File: src/include/sdc_pkg.sv
/*
  Shared constants, types and the command decoder for the synchronous DRAM
  command front end. Assumes a single 200 MHz clock shared with the controller.
*/
`default_nettype none

package sdc_pkg;

  // ==========================================================================
  // Widths and pin fields
  // ==========================================================================
  localparam int ADDR_W = 12;
  localparam int COL_W = 8;
  localparam int BANK_W = 2;
  localparam int BANKS = 4;
  localparam int DATA_W = 16;
  localparam int PRE_ALL_BIT = 10;
  localparam int FIFO_DEPTH = 4;
  localparam int MASK_LATENCY = 2;

  // ==========================================================================
  // Timing, in printed units, then in clock cycles
  // ==========================================================================
  localparam int CLK_PERIOD_PS = 5000;
  localparam int POWERUP_PAUSE_US = 200;
  localparam int ACT_TO_RW_NS = 20;
  localparam int ACT_CYCLE_NS = 60;
  localparam int BANK_TO_BANK_NS = 12;
  localparam int MODE_SET_RECOVERY_NS = 10;
  localparam int ACTIVE_HOLD_NS = 100000;
  // Least times round up, the longest hold rounds down
  localparam int POWERUP_PAUSE_CYC = (POWERUP_PAUSE_US * 1000000 + CLK_PERIOD_PS - 1) / CLK_PERIOD_PS;
  localparam int ACT_TO_RW_CYC = (ACT_TO_RW_NS * 1000 + CLK_PERIOD_PS - 1) / CLK_PERIOD_PS;
  localparam int ACT_CYCLE_CYC = (ACT_CYCLE_NS * 1000 + CLK_PERIOD_PS - 1) / CLK_PERIOD_PS;
  localparam int BANK_TO_BANK_CYC = (BANK_TO_BANK_NS * 1000 + CLK_PERIOD_PS - 1) / CLK_PERIOD_PS;
  localparam int MODE_SET_RECOVERY_CYC = (MODE_SET_RECOVERY_NS * 1000 + CLK_PERIOD_PS - 1) / CLK_PERIOD_PS;
  localparam int ACTIVE_HOLD_CYC = (ACTIVE_HOLD_NS * 1000) / CLK_PERIOD_PS;
  localparam int INIT_REFRESH_COUNT = 8;

  // ==========================================================================
  // Reset values and error flag positions
  // ==========================================================================
  localparam logic [ADDR_W-1:0] MODE_REG_RESET = 12'h000;
  localparam int ERR_INIT = 0;
  localparam int ERR_EARLY_RW = 1;
  localparam int ERR_REACT = 2;
  localparam int ERR_B2B = 3;
  localparam int ERR_HOLD = 4;
  localparam int ERR_MODE_SET = 5;
  localparam int ERR_RECOVERY = 6;
  localparam int ERR_OVERFLOW = 7;

  // ==========================================================================
  // Enumerations
  // ==========================================================================
  typedef enum logic [3:0] {
    CMD_DESELECT = 4'h0, CMD_IDLE = 4'h1, CMD_ACT = 4'h2, CMD_READ = 4'h3,
    CMD_WRITE = 4'h4, CMD_PRE = 4'h5, CMD_REFRESH = 4'h6, CMD_MODE = 4'h7, CMD_BSTOP = 4'h8
  } sdc_cmd_type;

  typedef enum logic [1:0] {
    INIT_PAUSE = 2'h0, INIT_PRECHARGE = 2'h1, INIT_PROGRAM = 2'h3, INIT_READY = 2'h2
  } sdc_init_type;

  typedef enum logic [1:0] {
    PWR_RUN = 2'h0, PWR_DOWN = 2'h1, PWR_SUSPEND = 2'h3, PWR_SELF = 2'h2
  } sdc_pwr_type;

  // Strobe combination to operation; chip select high masks everything
  function automatic sdc_cmd_type cmd_decode(input logic cs_n, input logic ras_n,
                                             input logic cas_n, input logic we_n);
    sdc_cmd_type c;
    c = CMD_IDLE;
    if (cs_n) begin
      c = CMD_DESELECT;
    end else begin
      unique case ({ras_n, cas_n, we_n})
        3'h7: c = CMD_IDLE;
        3'h3: c = CMD_ACT;
        3'h5: c = CMD_READ;
        3'h4: c = CMD_WRITE;
        3'h2: c = CMD_PRE;
        3'h1: c = CMD_REFRESH;
        3'h0: c = CMD_MODE;
        3'h6: c = CMD_BSTOP;
      endcase
    end
    return c;
  endfunction : cmd_decode

endpackage : sdc_pkg

`default_nettype wire

File: src/hw/sdc_fifo.sv
/*
  Write data FIFO between the pins and the array write port.
  Assumes DEPTH is a power of two and both sides share one clock.
*/
`timescale 1ns/1ps
`default_nettype none

module sdc_fifo import sdc_pkg::*; #(
  parameter int WIDTH = 40,
  parameter int DEPTH = FIFO_DEPTH
) (
  // Clock and reset
  input wire logic sys_clk_i,
  input wire logic reset_i,
  // Filling side
  input wire logic in_valid_i,
  output logic in_ready_o,
  input wire logic [WIDTH-1:0] in_data_i,
  // Draining side
  output logic out_valid_o,
  input wire logic out_ready_i,
  output logic [WIDTH-1:0] out_data_o
);

  // ==========================================================================
  // Pointers with one wrap bit
  // ==========================================================================
  localparam int AW = $clog2(DEPTH);
  logic [WIDTH-1:0] mem_r [DEPTH];
  logic [AW:0] wr_ptr_r, wr_ptr_nxt, rd_ptr_r, rd_ptr_nxt;
  logic push, pop;

  // Full when pointers differ only in the wrap bit
  assign in_ready_o = !((wr_ptr_r[AW] != rd_ptr_r[AW]) && (wr_ptr_r[AW-1:0] == rd_ptr_r[AW-1:0]));
  assign out_valid_o = (wr_ptr_r != rd_ptr_r);
  assign out_data_o = mem_r[rd_ptr_r[AW-1:0]];
  assign push = in_valid_i && in_ready_o;
  assign pop = out_valid_o && out_ready_i;

  // Pointer advance
  always_comb begin
    wr_ptr_nxt = push ? wr_ptr_r + (AW+1)'(1) : wr_ptr_r;
    rd_ptr_nxt = pop ? rd_ptr_r + (AW+1)'(1) : rd_ptr_r;
  end

  always_ff @(posedge sys_clk_i or posedge reset_i) begin
    if (reset_i) begin
      wr_ptr_r <= '0;
      rd_ptr_r <= '0;
    end else begin
      wr_ptr_r <= wr_ptr_nxt;
      rd_ptr_r <= rd_ptr_nxt;
    end
  end

  // Storage has no reset; empty flag guards stale words
  always_ff @(posedge sys_clk_i) begin
    if (push) begin
      mem_r[wr_ptr_r[AW-1:0]] <= in_data_i;
    end
  end

endmodule : sdc_fifo

`default_nettype wire

File: src/hw/sdc_bank.sv
/*
  One bank's open/closed state, latched row and interval checks.
  Assumes the caller decodes commands and presents one-cycle strobes.
*/
`timescale 1ns/1ps
`default_nettype none

module sdc_bank import sdc_pkg::*; #(
  parameter int CNT_W = 16,
  parameter int HOLD_CYC = ACTIVE_HOLD_CYC
) (
  // Clock and reset
  input wire logic sys_clk_i,
  input wire logic reset_i,
  // Command strobes for this bank
  input wire logic act_i,
  input wire logic pre_i,
  input wire logic rw_i,
  input wire logic [ADDR_W-1:0] row_i,
  // State and checks
  output logic open_o,
  output logic [ADDR_W-1:0] row_o,
  output logic rw_early_o,
  output logic reissue_o,
  output logic hold_over_o
);

  localparam logic [CNT_W-1:0] RCD_LIM = CNT_W'(ACT_TO_RW_CYC);
  localparam logic [CNT_W-1:0] RC_LIM = CNT_W'(ACT_CYCLE_CYC);
  localparam logic [CNT_W-1:0] HOLD_LIM = CNT_W'(HOLD_CYC);

  // ==========================================================================
  // Age counts edges since activate; 1 on the edge after it
  // ==========================================================================
  logic open_r, open_nxt, used_r, used_nxt;
  logic [ADDR_W-1:0] row_r, row_nxt;
  logic [CNT_W-1:0] age_r, age_nxt;

  always_comb begin
    open_nxt = open_r;
    used_nxt = used_r;
    row_nxt = row_r;
    age_nxt = (&age_r) ? age_r : age_r + CNT_W'(1); // Saturates, never wraps
    if (act_i) begin
      open_nxt = 1'b1;
      used_nxt = 1'b1;
      row_nxt = row_i; // see RULE25
      age_nxt = CNT_W'(1);
    end else if (pre_i) begin
      open_nxt = 1'b0;
    end
  end

  always_ff @(posedge sys_clk_i or posedge reset_i) begin
    if (reset_i) begin
      open_r <= 1'b0;
      used_r <= 1'b0;
      row_r <= '0;
      age_r <= '0;
    end else begin
      open_r <= open_nxt;
      used_r <= used_nxt;
      row_r <= row_nxt;
      age_r <= age_nxt;
    end
  end

  // Interval checks against the controller's obligations
  assign rw_early_o = rw_i && (!open_r || age_r < RCD_LIM); // see RULE18
  assign reissue_o = act_i && (open_r || (used_r && age_r < RC_LIM)); // see RULE19 see RULE20
  assign hold_over_o = open_r && (age_r > HOLD_LIM); // see RULE22
  assign open_o = open_r;
  assign row_o = row_r;

endmodule : sdc_bank

`default_nettype wire

File: src/hw/sdc_front.sv
/*
  Command front end of a four-bank synchronous DRAM: pin decode, byte masks,
  clock gating, initialization tracking and bank activate bookkeeping.
  Assumes the controller drives the pins from this same clock, so the pins
  are sampled directly; the array core sits behind the read and write ports.
*/
// Summary of operation
// RULE1: Row on twelve pins, column on lower eight
// RULE2: Precharge scope bit high closes every bank
// RULE3: Bank select picks bank for activate, access
// RULE4: Chip select high ignores commands, work continues
// RULE5: Strobes sampled at rising edge select operation
// RULE6: Read mask high tristates byte two cycles later
// RULE7: Write mask high blocks byte same cycle
// RULE8: Clock gate low enters a low power mode
// RULE9: Mode register undefined until programmed
// RULE10: Only idle commands during supply ramp
// RULE11: Wait pause, then precharge all banks
// RULE12: Masks and clock gate high during pause
// RULE13: Mode register set after initial precharge
// RULE14: Eight refreshes before or after mode set
// RULE15: Mode set needs banks closed, gate high
// RULE16: All strobes low loads mode register
// RULE17: Wait recovery interval after mode set
// RULE18: Activate precedes access by the set delay
// RULE19: Precharge before reactivating the same bank
// RULE20: Same bank activates spaced by cycle time
// RULE21: Different bank activates spaced by delay
// RULE22: Bank must close before hold limit expires
// RULE23: Read command decode, start column on address
// RULE24: Write command decode, data in same cycle
// RULE25: Activate decode latches row and bank
// RULE26: Precharge and refresh command decodes
`timescale 1ns/1ps
`default_nettype none

module sdc_front import sdc_pkg::*; #(
  parameter int PAUSE_CYC = POWERUP_PAUSE_CYC,
  parameter int HOLD_CYC = ACTIVE_HOLD_CYC
) (
  // Clock and reset
  input wire logic sys_clk_i,
  input wire logic reset_i,
  // Command pins
  input wire logic clock_gate_i,
  input wire logic chip_select_n_i,
  input wire logic row_strobe_n_i,
  input wire logic column_strobe_n_i,
  input wire logic write_strobe_n_i,
  input wire logic [ADDR_W-1:0] addr_pins_i,
  input wire logic bank_sel_lo_i,
  input wire logic bank_sel_hi_i,
  input wire logic byte_mask_lower_i,
  input wire logic byte_mask_upper_i,
  // Data pins, one enable per byte
  input wire logic [DATA_W-1:0] data_io_i,
  output logic [DATA_W-1:0] data_io_o,
  output logic [1:0] data_io_oe_o,
  // Array read port
  output logic rd_req_o,
  output logic [BANK_W-1:0] rd_bank_o,
  output logic [ADDR_W-1:0] rd_row_o,
  output logic [COL_W-1:0] rd_col_o,
  input wire logic rd_valid_i,
  input wire logic [DATA_W-1:0] rd_data_i,
  // Array write port
  output logic wr_valid_o,
  input wire logic wr_ready_i,
  output logic [BANK_W-1:0] wr_bank_o,
  output logic [ADDR_W-1:0] wr_row_o,
  output logic [COL_W-1:0] wr_col_o,
  output logic [DATA_W-1:0] wr_data_o,
  output logic [1:0] wr_be_o,
  output logic write_ready_o,
  // Status
  output logic [ADDR_W-1:0] mode_reg_o,
  output logic mode_valid_o,
  output logic init_done_o,
  output logic [1:0] power_state_o,
  output logic [BANKS-1:0] banks_open_o,
  output logic [7:0] error_flags_o
);

  localparam int PAUSE_W = $clog2(PAUSE_CYC + 1);
  localparam int HOLD_W = $clog2(HOLD_CYC + 2);
  localparam int FIFO_W = 2 + BANK_W + ADDR_W + COL_W + DATA_W;
  localparam logic [PAUSE_W-1:0] PAUSE_LAST = PAUSE_W'(PAUSE_CYC);
  localparam logic [3:0] RECOVERY_LOAD = 4'(MODE_SET_RECOVERY_CYC);
  localparam logic [3:0] B2B_LIM = 4'(BANK_TO_BANK_CYC);
  localparam logic [3:0] REFRESH_TARGET = 4'(INIT_REFRESH_COUNT);

  // ==========================================================================
  // Command decode
  // ==========================================================================
  logic cke_r, cke_nxt;
  sdc_cmd_type cmd;
  logic [BANK_W-1:0] bank;
  logic busy_cmd, pre_all;

  // Clock gate sampled low suspends the next edge's decode
  assign cmd = cke_r ? cmd_decode(chip_select_n_i, row_strobe_n_i, column_strobe_n_i,
                                  write_strobe_n_i) : CMD_IDLE; // see RULE4 see RULE5 see RULE8
  assign bank = {bank_sel_hi_i, bank_sel_lo_i}; // see RULE3
  assign busy_cmd = (cmd != CMD_IDLE) && (cmd != CMD_DESELECT);
  assign pre_all = addr_pins_i[PRE_ALL_BIT];
  assign cke_nxt = clock_gate_i;

  // ==========================================================================
  // Bank trackers
  // ==========================================================================
  logic [BANKS-1:0] open_vec, early_vec, reissue_vec, hold_vec;
  logic [ADDR_W-1:0] row_vec [BANKS];

  for (genvar b = 0; b < BANKS; b++) begin : g_bank
    sdc_bank #(.CNT_W(HOLD_W), .HOLD_CYC(HOLD_CYC)) u_bank (
      .sys_clk_i(sys_clk_i),
      .reset_i(reset_i),
      .act_i((cmd == CMD_ACT) && (bank == BANK_W'(b))), // see RULE25
      .pre_i((cmd == CMD_PRE) && (pre_all || bank == BANK_W'(b))), // see RULE2 see RULE26
      .rw_i(((cmd == CMD_READ) || (cmd == CMD_WRITE)) && (bank == BANK_W'(b))),
      .row_i(addr_pins_i), // see RULE1
      .open_o(open_vec[b]),
      .row_o(row_vec[b]),
      .rw_early_o(early_vec[b]),
      .reissue_o(reissue_vec[b]),
      .hold_over_o(hold_vec[b])
    );
  end

  // ==========================================================================
  // Write path: masks act on the command's own cycle
  // ==========================================================================
  logic [1:0] wr_be;
  logic fifo_in_valid, fifo_in_ready;
  logic [FIFO_W-1:0] fifo_out;

  assign wr_be = {!byte_mask_upper_i, !byte_mask_lower_i}; // see RULE7
  // A fully masked word is never queued; see RULE24
  assign fifo_in_valid = (cmd == CMD_WRITE) && (|wr_be) && fifo_in_ready;
  assign write_ready_o = fifo_in_ready;

  sdc_fifo #(.WIDTH(FIFO_W), .DEPTH(FIFO_DEPTH)) u_fifo (
    .sys_clk_i(sys_clk_i),
    .reset_i(reset_i),
    .in_valid_i(fifo_in_valid),
    .in_ready_o(fifo_in_ready),
    .in_data_i({wr_be, bank, row_vec[bank], addr_pins_i[COL_W-1:0], data_io_i}), // see RULE1
    .out_valid_o(wr_valid_o),
    .out_ready_i(wr_ready_i),
    .out_data_o(fifo_out)
  );
  assign {wr_be_o, wr_bank_o, wr_row_o, wr_col_o, wr_data_o} = fifo_out;

  // ==========================================================================
  // Read path and output drivers
  // ==========================================================================
  logic rd_req_r, rd_req_nxt;
  logic [BANK_W-1:0] rd_bank_r, rd_bank_nxt;
  logic [ADDR_W-1:0] rd_row_r, rd_row_nxt;
  logic [COL_W-1:0] rd_col_r, rd_col_nxt;
  logic [1:0] mask_d1_r, mask_d1_nxt, mask_d2_r, mask_d2_nxt;
  logic [1:0] oe_r, oe_nxt;
  logic [DATA_W-1:0] dout_r, dout_nxt;

  // Mask runs down a two-stage pipe so the drivers go quiet two cycles on
  always_comb begin
    rd_req_nxt = (cmd == CMD_READ); // see RULE23
    rd_bank_nxt = rd_req_nxt ? bank : rd_bank_r;
    rd_row_nxt = rd_req_nxt ? row_vec[bank] : rd_row_r;
    rd_col_nxt = rd_req_nxt ? addr_pins_i[COL_W-1:0] : rd_col_r; // see RULE1
    mask_d1_nxt = {byte_mask_upper_i, byte_mask_lower_i};
    mask_d2_nxt = mask_d1_r;
    oe_nxt = {2{rd_valid_i}} & ~mask_d2_r; // see RULE6
    dout_nxt = rd_valid_i ? rd_data_i : dout_r;
  end

  always_ff @(posedge sys_clk_i or posedge reset_i) begin
    if (reset_i) begin
      rd_req_r <= 1'b0;
      rd_bank_r <= '0;
      rd_row_r <= '0;
      rd_col_r <= '0;
      mask_d1_r <= 2'h3;
      mask_d2_r <= 2'h3;
      oe_r <= 2'h0;
      dout_r <= '0;
    end else begin
      rd_req_r <= rd_req_nxt;
      rd_bank_r <= rd_bank_nxt;
      rd_row_r <= rd_row_nxt;
      rd_col_r <= rd_col_nxt;
      mask_d1_r <= mask_d1_nxt;
      mask_d2_r <= mask_d2_nxt;
      oe_r <= oe_nxt;
      dout_r <= dout_nxt;
    end
  end

  // ==========================================================================
  // Mode register, initialization and power state
  // ==========================================================================
  sdc_init_type init_r, init_nxt;
  sdc_pwr_type pwr_r, pwr_nxt;
  logic [ADDR_W-1:0] mode_r, mode_nxt;
  logic mode_valid_r, mode_valid_nxt;
  logic [PAUSE_W-1:0] pause_r, pause_nxt;
  logic [3:0] refresh_r, refresh_nxt, recov_r, recov_nxt, b2b_r, b2b_nxt;
  logic [BANK_W-1:0] last_bank_r, last_bank_nxt;
  logic [7:0] err_r, err_nxt;
  logic pause_done;

  assign pause_done = (pause_r == PAUSE_LAST);

  always_comb begin
    mode_nxt = mode_r;
    mode_valid_nxt = mode_valid_r;
    pause_nxt = pause_done ? pause_r : pause_r + PAUSE_W'(1);
    refresh_nxt = refresh_r;
    recov_nxt = (recov_r != 4'h0) ? recov_r - 4'h1 : recov_r;
    b2b_nxt = (&b2b_r) ? b2b_r : b2b_r + 4'h1;
    last_bank_nxt = last_bank_r;
    init_nxt = init_r;
    pwr_nxt = pwr_r;
    err_nxt = err_r;
    // Register contents are not trusted before the first load; see RULE9
    if (cmd == CMD_MODE) begin
      mode_nxt = addr_pins_i; // see RULE16
      mode_valid_nxt = 1'b1;
      recov_nxt = RECOVERY_LOAD;
    end
    if (cmd == CMD_ACT) begin
      last_bank_nxt = bank;
      b2b_nxt = 4'h1;
    end
    // Refresh with the gate low enters self refresh and does not count
    if ((cmd == CMD_REFRESH) && clock_gate_i && (init_r == INIT_PROGRAM) && (refresh_r != REFRESH_TARGET)) begin
      refresh_nxt = refresh_r + 4'h1; // see RULE14
    end
    unique case (init_r)
      INIT_PAUSE: if (pause_done) init_nxt = INIT_PRECHARGE; // see RULE11
      INIT_PRECHARGE: if ((cmd == CMD_PRE) && pre_all) init_nxt = INIT_PROGRAM;
      INIT_PROGRAM: if (mode_valid_r && (refresh_r == REFRESH_TARGET)) init_nxt = INIT_READY; // see RULE13
      INIT_READY: init_nxt = INIT_READY;
    endcase
    unique case (pwr_r)
      PWR_RUN: begin
        if (!clock_gate_i) begin
          pwr_nxt = (cmd == CMD_REFRESH) ? PWR_SELF : ((|open_vec) ? PWR_SUSPEND : PWR_DOWN); // see RULE8
        end
      end
      PWR_DOWN, PWR_SUSPEND, PWR_SELF: if (clock_gate_i) pwr_nxt = PWR_RUN;
    endcase
    // Sticky protocol flags; only reset clears them
    if ((init_r == INIT_PAUSE && busy_cmd) || (init_r != INIT_READY &&
        (cmd == CMD_ACT || cmd == CMD_READ || cmd == CMD_WRITE))) begin
      err_nxt[ERR_INIT] = 1'b1; // see RULE10 see RULE11
    end
    if (|early_vec) err_nxt[ERR_EARLY_RW] = 1'b1; // see RULE18
    if (|reissue_vec) err_nxt[ERR_REACT] = 1'b1; // see RULE19
    if ((cmd == CMD_ACT) && (bank != last_bank_r) && (b2b_r < B2B_LIM)) err_nxt[ERR_B2B] = 1'b1; // see RULE21
    if (|hold_vec) err_nxt[ERR_HOLD] = 1'b1; // see RULE22
    if ((cmd == CMD_MODE) && ((|open_vec) || !cke_r)) err_nxt[ERR_MODE_SET] = 1'b1; // see RULE15
    if (busy_cmd && (recov_r != 4'h0)) err_nxt[ERR_RECOVERY] = 1'b1; // see RULE17
    if ((cmd == CMD_WRITE) && (|wr_be) && !fifo_in_ready) err_nxt[ERR_OVERFLOW] = 1'b1;
  end

  always_ff @(posedge sys_clk_i or posedge reset_i) begin
    if (reset_i) begin
      cke_r <= 1'b0;
      mode_r <= MODE_REG_RESET;
      mode_valid_r <= 1'b0;
      pause_r <= '0;
      refresh_r <= 4'h0;
      recov_r <= 4'h0;
      b2b_r <= 4'hf;
      last_bank_r <= '0;
      init_r <= INIT_PAUSE;
      pwr_r <= PWR_RUN;
      err_r <= 8'h00;
    end else begin
      cke_r <= cke_nxt;
      mode_r <= mode_nxt;
      mode_valid_r <= mode_valid_nxt;
      pause_r <= pause_nxt;
      refresh_r <= refresh_nxt;
      recov_r <= recov_nxt;
      b2b_r <= b2b_nxt;
      last_bank_r <= last_bank_nxt;
      init_r <= init_nxt;
      pwr_r <= pwr_nxt;
      err_r <= err_nxt;
    end
  end

  // Outputs
  assign data_io_o = dout_r;
  assign data_io_oe_o = oe_r;
  assign rd_req_o = rd_req_r;
  assign rd_bank_o = rd_bank_r;
  assign rd_row_o = rd_row_r;
  assign rd_col_o = rd_col_r;
  assign mode_reg_o = mode_r;
  assign mode_valid_o = mode_valid_r;
  assign init_done_o = (init_r == INIT_READY);
  assign power_state_o = pwr_r;
  assign banks_open_o = open_vec;
  assign error_flags_o = err_r;
endmodule : sdc_front

`default_nettype wire

File: config.mk
export PLATFORM = sky130hd
export DESIGN_NAME = sdc_front
export DESIGN_NICKNAME = d
export VERILOG_FILES = /design/src/include/sdc_pkg.sv /design/src/hw/sdc_fifo.sv /design/src/hw/sdc_bank.sv /design/src/hw/sdc_front.sv
export SDC_FILE = /design/constraint.sdc
export NUM_CORES = 1
export LEC_CHECK = 0
export ABC_CLOCK_PERIOD_IN_PS = 8700
export BUFFER_PORTS_ARGS = -buffer_cell sky130_fd_sc_hd__buf_2
export CAP_MARGIN = 20
export CORE_AREA = 2 2 193 195
export CTS_CLUSTER_SIZE = 24
export DETAILED_ROUTE_END_ITERATION = 7
export DIE_AREA = 0 0 195 197
export GPL_ROUTABILITY_DRIVEN = 0
export PLACE_DENSITY_LB_ADDON = 0.12
export SYNTH_ARGS = -nofsm -noshare
export SYNTH_HDL_FRONTEND = slang
export SYNTH_SLANG_ARGS = --single-unit
File: constraint.sdc
create_clock -name sys_clk_i -period 8.7 [get_ports sys_clk_i]
set_input_delay 1.74 -clock sys_clk_i [delete_from_list [all_inputs] [get_ports sys_clk_i]]
set_output_delay 1.74 -clock sys_clk_i [all_outputs]
set_load 0.02 [all_outputs]
### Word level (Yosys, flattened, before mapping)

Memories as Yosys holds them, arrays and structs flattened.
Cells that the tools add are included.

| cells by class | value |
|---|---|
| add/subtract/negate cells | 10 |
| multiply operators | 0 |
| divide/modulo/power cells | 0 |
| $lt $le $gt $ge | 14 |
| equal/unequal tests | 34 |
| shift-type cells | 0 |
| multiplexer cells | 36 |
| bitwise operators | 3 |
| reductions and logical operators | 94 |

Operators with widths:

| kind | count |
|---|---|
| 2-to-1 mux 15 bit | 8 |
| adder 15 x 1 -> 15 bit (second input constant) | 4 |
| greater-than comparator 15 bit (second input constant) | 4 |
| < comparator 15 x 3 -> 1 bit (second input constant) | 4 |
| < comparator 15 x 4 -> 1 bit (second input constant) | 4 |
| AND reduction 15 bit | 4 |
| logical AND 1 bit | 46 |
| binary-select mux 12 bit (select 2 bit) | 1 |
| 2-to-1 mux 12 bit | 2 |
| 2-to-1 mux 4 bit | 6 |
| logical OR 1 bit | 17 |
| adder 16 x 1 -> 16 bit (second input constant) | 1 |
| == test 16 bit (second input constant) | 1 |
| == test 4 x 3 -> 1 bit (second input constant) | 4 |
| OR reduction 4 bit | 4 |
| 2-to-1 mux 2 bit | 7 |
| == test 2 bit (second input constant) | 6 |
| inequality test 2 x 1 -> 1 bit (second input constant) | 6 |
| 2-to-1 mux 1 bit | 10 |
| inequality test 2 bit (second input constant) | 5 |
| nonzero test 2 bit | 5 |
| adder 4 x 1 -> 4 bit (second input constant) | 2 |
| == test 4 x 2 -> 1 bit (second input constant) | 2 |
| zero test 1 bit | 8 |
| other kinds (24) | 30 |

| storage, ports and cells | value |
|---|---|
| register bits | 223 |
| latch bits | 0 |
| RAM bits | 160 |
| memory bits (read-only) | 32 |
| input bits | 57 |
| output and inout bits | 111 |
| word-level logic and storage cells | 237 |
| memories | 2 |

Memories:

| memory | words | width | rd ports | clocked after Yosys merged registers in | wr ports | line | source |
|---|---|---|---|---|---|---|---|
| u_fifo.mem_r | 4 | 40 | 1 | 0 | 1 | sdc_fifo.sv:29 | `logic [WIDTH-1:0] mem_r [DEPTH];` |
| (name not given) | 8 | 4 | 1 | 0 | 0 | sdc_pkg.sv:77 | `unique case ({ras_n, cas_n, we_n})` |

### Logic depth before layout (Yosys ltp)

An unclocked memory read counts as a cell.

| logic depth | value |
|---|---|
| word-level depth | 9 |
| depth in mapped cells | 8 |
| gate-level depth less buffers | 7 |

### Hierarchy

From an unflattened synthesis, not the netlist that was laid out.

| unflattened totals | value |
|---|---|
| cell total of the unflattened synthesis | 1128 |
| area, all modules | 16448.3 um2 |

Modules (own cells, without submodules):

| module | times used | cells an instance | area each (um2) | sequential area each (um2) |
|---|---|---|---|---|
| sdc_fifo | 1 | 258 | 6246.0 | 4954.8 |
| sdc_bank | 4 | 131 | 1428.9 | 725.7 |
| sdc_front | 1 | 346 | 4486.8 | 2537.4 |

### Worst setup path before layout

OpenSTA, ideal clock, no wires.

| path | value |
|---|---|
| path kind | input to register |
| start point | input write_strobe_n_i |
| end point | memory u_fifo.mem_r[3][0], enable pin |
| library setup time | 403 ps |
| data arrival time | 3455 ps |
| data required time | 8297 ps |
| slack | 4842 ps |
| stages on the path | 5 |
| buffers on the path | 1 |
| cells stage by stage | clkbuf_1 a21oi_1 nand2_1 nor2b_1 and2_1 |

| between the ends | value |
|---|---|
| longest elaborated chain between the ends | 9 |

RTL lines:

| element | line | source |
|---|---|---|
| start, declared | sdc_front.sv:49 | `input wire logic write_strobe_n_i,` |
| memory read (8 x 4 bit) | - |  |
| 2-to-1 mux 4 bit | sdc_pkg.sv:74 | `if (cs_n) begin` |
| 2-to-1 mux 4 bit | sdc_front.sv:101 | `assign cmd = cke_r ? cmd_decode(chip_select_n_i, row_strobe_n_i, column_strobe_n_i,` |
| == test 4 x 3 -> 1 bit | sdc_front.sv:139 | `assign fifo_in_valid = (cmd == CMD_WRITE) && (\|wr_be) && fifo_in_ready;` |
| logical AND 1 bit (2 in series) | sdc_front.sv:139 |  |
| logical AND 1 bit | sdc_fifo.sv:37 | `assign push = in_valid_i && in_ready_o;` |
| 2-to-1 mux 1 bit | sdc_fifo.sv:58 | `if (push) begin` |
| 2-to-1 mux 1 bit (implied by the code) | sdc_fifo.sv:59 | `mem_r[wr_ptr_r[AW-1:0]] <= in_data_i;` |
| end, declared | sdc_fifo.sv:29 |  |

No other way between the ends.

### Final worst setup path

| path | value |
|---|---|
| start point | register u_fifo.rd_ptr_r[0] |
| end point | output wr_row_o[6] |

| between the ends | value |
|---|---|
| longest elaborated chain between the ends | 1 |

RTL lines:

| element | line | source |
|---|---|---|
| start, declared | sdc_fifo.sv:30 | `logic [AW:0] wr_ptr_r, wr_ptr_nxt, rd_ptr_r, rd_ptr_nxt;` |
| start signal, assigned | sdc_fifo.sv:52 | `rd_ptr_r <= rd_ptr_nxt;` |
| memory read (4 x 40 bit) | - |  |
| end, declared | sdc_front.sv:70 | `output logic [ADDR_W-1:0] wr_row_o,` |

No other way between the ends.

==> out/results.md <==
### Routing
* 0 — remaining routing DRC violations
* 442 — iteration-0 DRC count of the detailed router
* 18.5 um — Routed WL per cell
* 7 — number of search-and-repair iterations in the first detailed-routing pass
* 9799 — vias after detailed routing
* 34.6 mm — wire length reported by the detailed router
* 0 — Final ANT Viol Nets
* 5.25 — drt via density

### Worst setup path
* u_fifo.rd_ptr_r[0] — beginning of the critical path
* u_fifo.mem_r[0][8] — capturing point of the worst reg2reg path
* flop — launching element type of the critical path
* 6 — reg2reg path depth
* 43 — maximum fanout along the worst path
* output pin — critical path capture point type
* 5.64 ns — worst-case register-to-register setup slack
* 2.40 ns — Arrival @ worst endpoint
* 6.96 ns — Req. time, crit path
* flop to output pin — critical setup path kind
* u_fifo.rd_ptr_r[0] — r2r startpoint
* wr_row_o[6] — destination of the critical timing path

### Final layout
* 1866 — Layout Cells excl Fill
* 18900 sq um — Final Cell Area
* 52.2% — fin util
* 27.5% — layout cell share with drive strength beyond 1
* 3127 — Filler Cells Inserted
* 17.1% — P&R area growth vs syn
* 1438 — NumNets Final

### Clocking
* clkbuf_16 — clock root buffer master
* 2 — count of H-tree levels built during CTS
* 0 — Resize count post-CTS
* 0 — setup bufs post-CTS
* 0 — hold_buf cts
* 0.55 ns — clock latency on the worst-skew pair
* 0.06 ns — Reg clk slew, reported paths
* 383 — sinks on the clock net
* 3 — CTS Buffer Depth
* done — TritonCTS clock tree
* 43 — number of buffers inserted during clock tree synthesis

### Logic synthesis
* 33.3% — area share of the largest cell type after synthesis
* 58.2% — fraction of registers with async set/reset
* 1265 — syn_nets
* dfrtp_1 — most used flip-flop cell after synthesis
* nand2_1, dfrtp_1, edfxtp_1 — most common library cells after synthesis
* 16200 sq um — netlist area before placement
* 64.3% — post-synthesis sequential area ratio
* 383 — flip-flop and latch count after synthesis
* 13.6 sq um — Post-Synthesis Mean Instance Area
* dfrtp_1, edfxtp_1, mux4_2 — Synth area leaders
* dfrtp_1 — top cell type by total area after synthesis
* 160 — EDFF count, synth
* 73 — count of distinct cell types in the synthesized netlist
* nand2_1 — cell with the most instances after synthesis
* 0 — total number of yosys warnings
* 1189 — synthesized instance count

### Timing
* 0 — count of endpoints failing hold in the final timing report
* 0.241 GHz — Max Fclk
* 0.0174 ns — Clock Skew
* 0 ns — summed negative setup slack over all endpoints
* 0 — number of setup violations in the final report
* 4.14 ns — final critical-path required period
* 0 — final slew viol count
* no — unrepaired setup endpoints after global routing
* 1.06 ns — slew of the pin with the lowest slew margin
* 47.6% — crit share post-route
* 29.1% — Max-slew headroom

### Hold path
* 0 — cell depth of the worst hold path
* flop to flop — path type of the worst min-delay path

### GRT
* 10031 — number of global-route vias before repair
* 0 — remaining global-route overflow
* 29.9% — met2 Track Usage GR
* 1 — antenna violations before repair
* 25.8% — GR Layer Usage met1
* 55.6 mm — wire length of the first global-routing pass
* 91 — largest net degree at the start of global routing
* 3.06% — global-route met3 utilization
* met2 — GR peak layer
* 18.4% — gr usage total

### Placement
* 22.1 mm — dpl hpwl
* 17400 sq um — cell area reported after detailed placement
* 1779 — number of cells in the design after placement
* 167 — Port Buf Inserts

### Power
* 7.90 nW — standby leakage power
* 5.52 mW — total design power
* 292 nW/um^2 — power per cell area
* 0.151 mV — peak ir drop on the vdd network

### Floorplan
* 38400 sq um — overall die area
* 36300 sq um — standard cell core area
* 197 um — y dimension of the die
* 70 — Row Count
* 44.6% — initial core utilization
* 195 um — horizontal die dimension
* 168 — Ports

### Run status
* complete, no violations — status

### Run
* 0 — number of max-cap violations

## critical path, cell delays in order, from the launching register on
cell	delay, ns
dfrtp_2	0.33
buf_4	0.66
mux4_2	0.65
buf_2	0.19
## per-layer routing
metal	part of all wire, %	vias up
met5	0	-
met4	2.2	0
met3	4.7	54
met2	46	204
met1	47	4903
li1	-	4638
## cells in the final DEF, fill, tap and decap left out, types with 17 or more instances in the layout
cell	n
nor2_1	72
buf_2	167
nand2_1	220
dfrtp_1	213
mux4_2	52
xnor2_1	54
inv_1	24
mux2_2	45
clkbuf_16	43
nand3_1	33
edfxtp_1	160
nor3_1	17
a21oi_1	21
ha_1	19
## worst min path at each step
stage / end / slack (ns) / startpoint
floorplan: mask_d2_r[0] / 0.35 / mask_d1_r[0]
global placement: mask_d2_r[1] / 0.36 / mask_d1_r[1]
detailed placement: mask_d2_r[1] / 0.36 / mask_d1_r[1]
CTS: mask_d2_r[1] / 0.37 / mask_d1_r[1]
global route: mask_d2_r[1] / 0.37 / mask_d1_r[1]
finish: mask_d2_r[1] / 0.37 / mask_d1_r[1]
## registers in the layout, summed over array words and instances, names as in the netlist, 3 cells and up
register	flops
b2b_r	4
data_io_o	16
error_flags_o	8
g_bank.u_bank.age_r	60
g_bank.u_bank.open_o	4
g_bank.u_bank.row_o	48
g_bank.u_bank.used_r	4
mode_reg_o	12
pause_r	16
rd_col_o	8
rd_row_o	12
recov_r	4
refresh_r	4
u_fifo.mem_r	160
u_fifo.rd_ptr_r	3
u_fifo.wr_ptr_r	3
## area by class of cell
class | count | area [sq um] | share of cell area [%]
Multi-Input combinational cell | 730 | 5410 | 28.6
Antenna cell | 1 | 2.50 | 0.0132
Sequential cell | 383 | 10400 | 54.9
Timing Repair Buffer | 179 | 1020 | 5.41
Clock buffer | 60 | 1190 | 6.29
Inverter | 25 | 101 | 0.535
Clock inverter | 20 | 215 | 1.14
Tap cell | 468 | 586 | 3.09
## report_power, final
part,switching [mW],leakage (nW),total [mW],internal (mW)
clock network,0.717,0.690,1.77,1.05
logic,0.752,3.02,1.33,0.573
registers,0.269,4.19,2.42,2.15
total,1.74,7.90,5.52,3.78
## through the flow
stage / hold WS, ns / setup slack, ns
floorplan: 0.345 / 0.867
global placement: 0.361 / 4.61
detailed placement: 0.360 / 4.52
CTS: 0.372 / 4.46
global route: 0.372 / 4.32
finish: 0.368 / 4.56
## cell families (layout without fill, tap and decap cells)
| kind of cell | after synthesis | in the layout | synth area share [%] |
|---|---|---|---|
| AOI/OAI and AO/OA | 83 | 83 | 3.71 |
| xor gates and xnor gates | 68 | 68 | 3.68 |
| adders and majority gates | 19 | 19 | 1.47 |
| buffers and inverters | 76 | 284 | 2.24 |
| DFF | 383 | 383 | 64.3 |
| muxes | 110 | 110 | 11.2 |
| other | 0 | 1 | 0 |
| and+or+nand+nor | 450 | 450 | 13.3 |
Note: power is estimated with default switching activity, not from simulation.
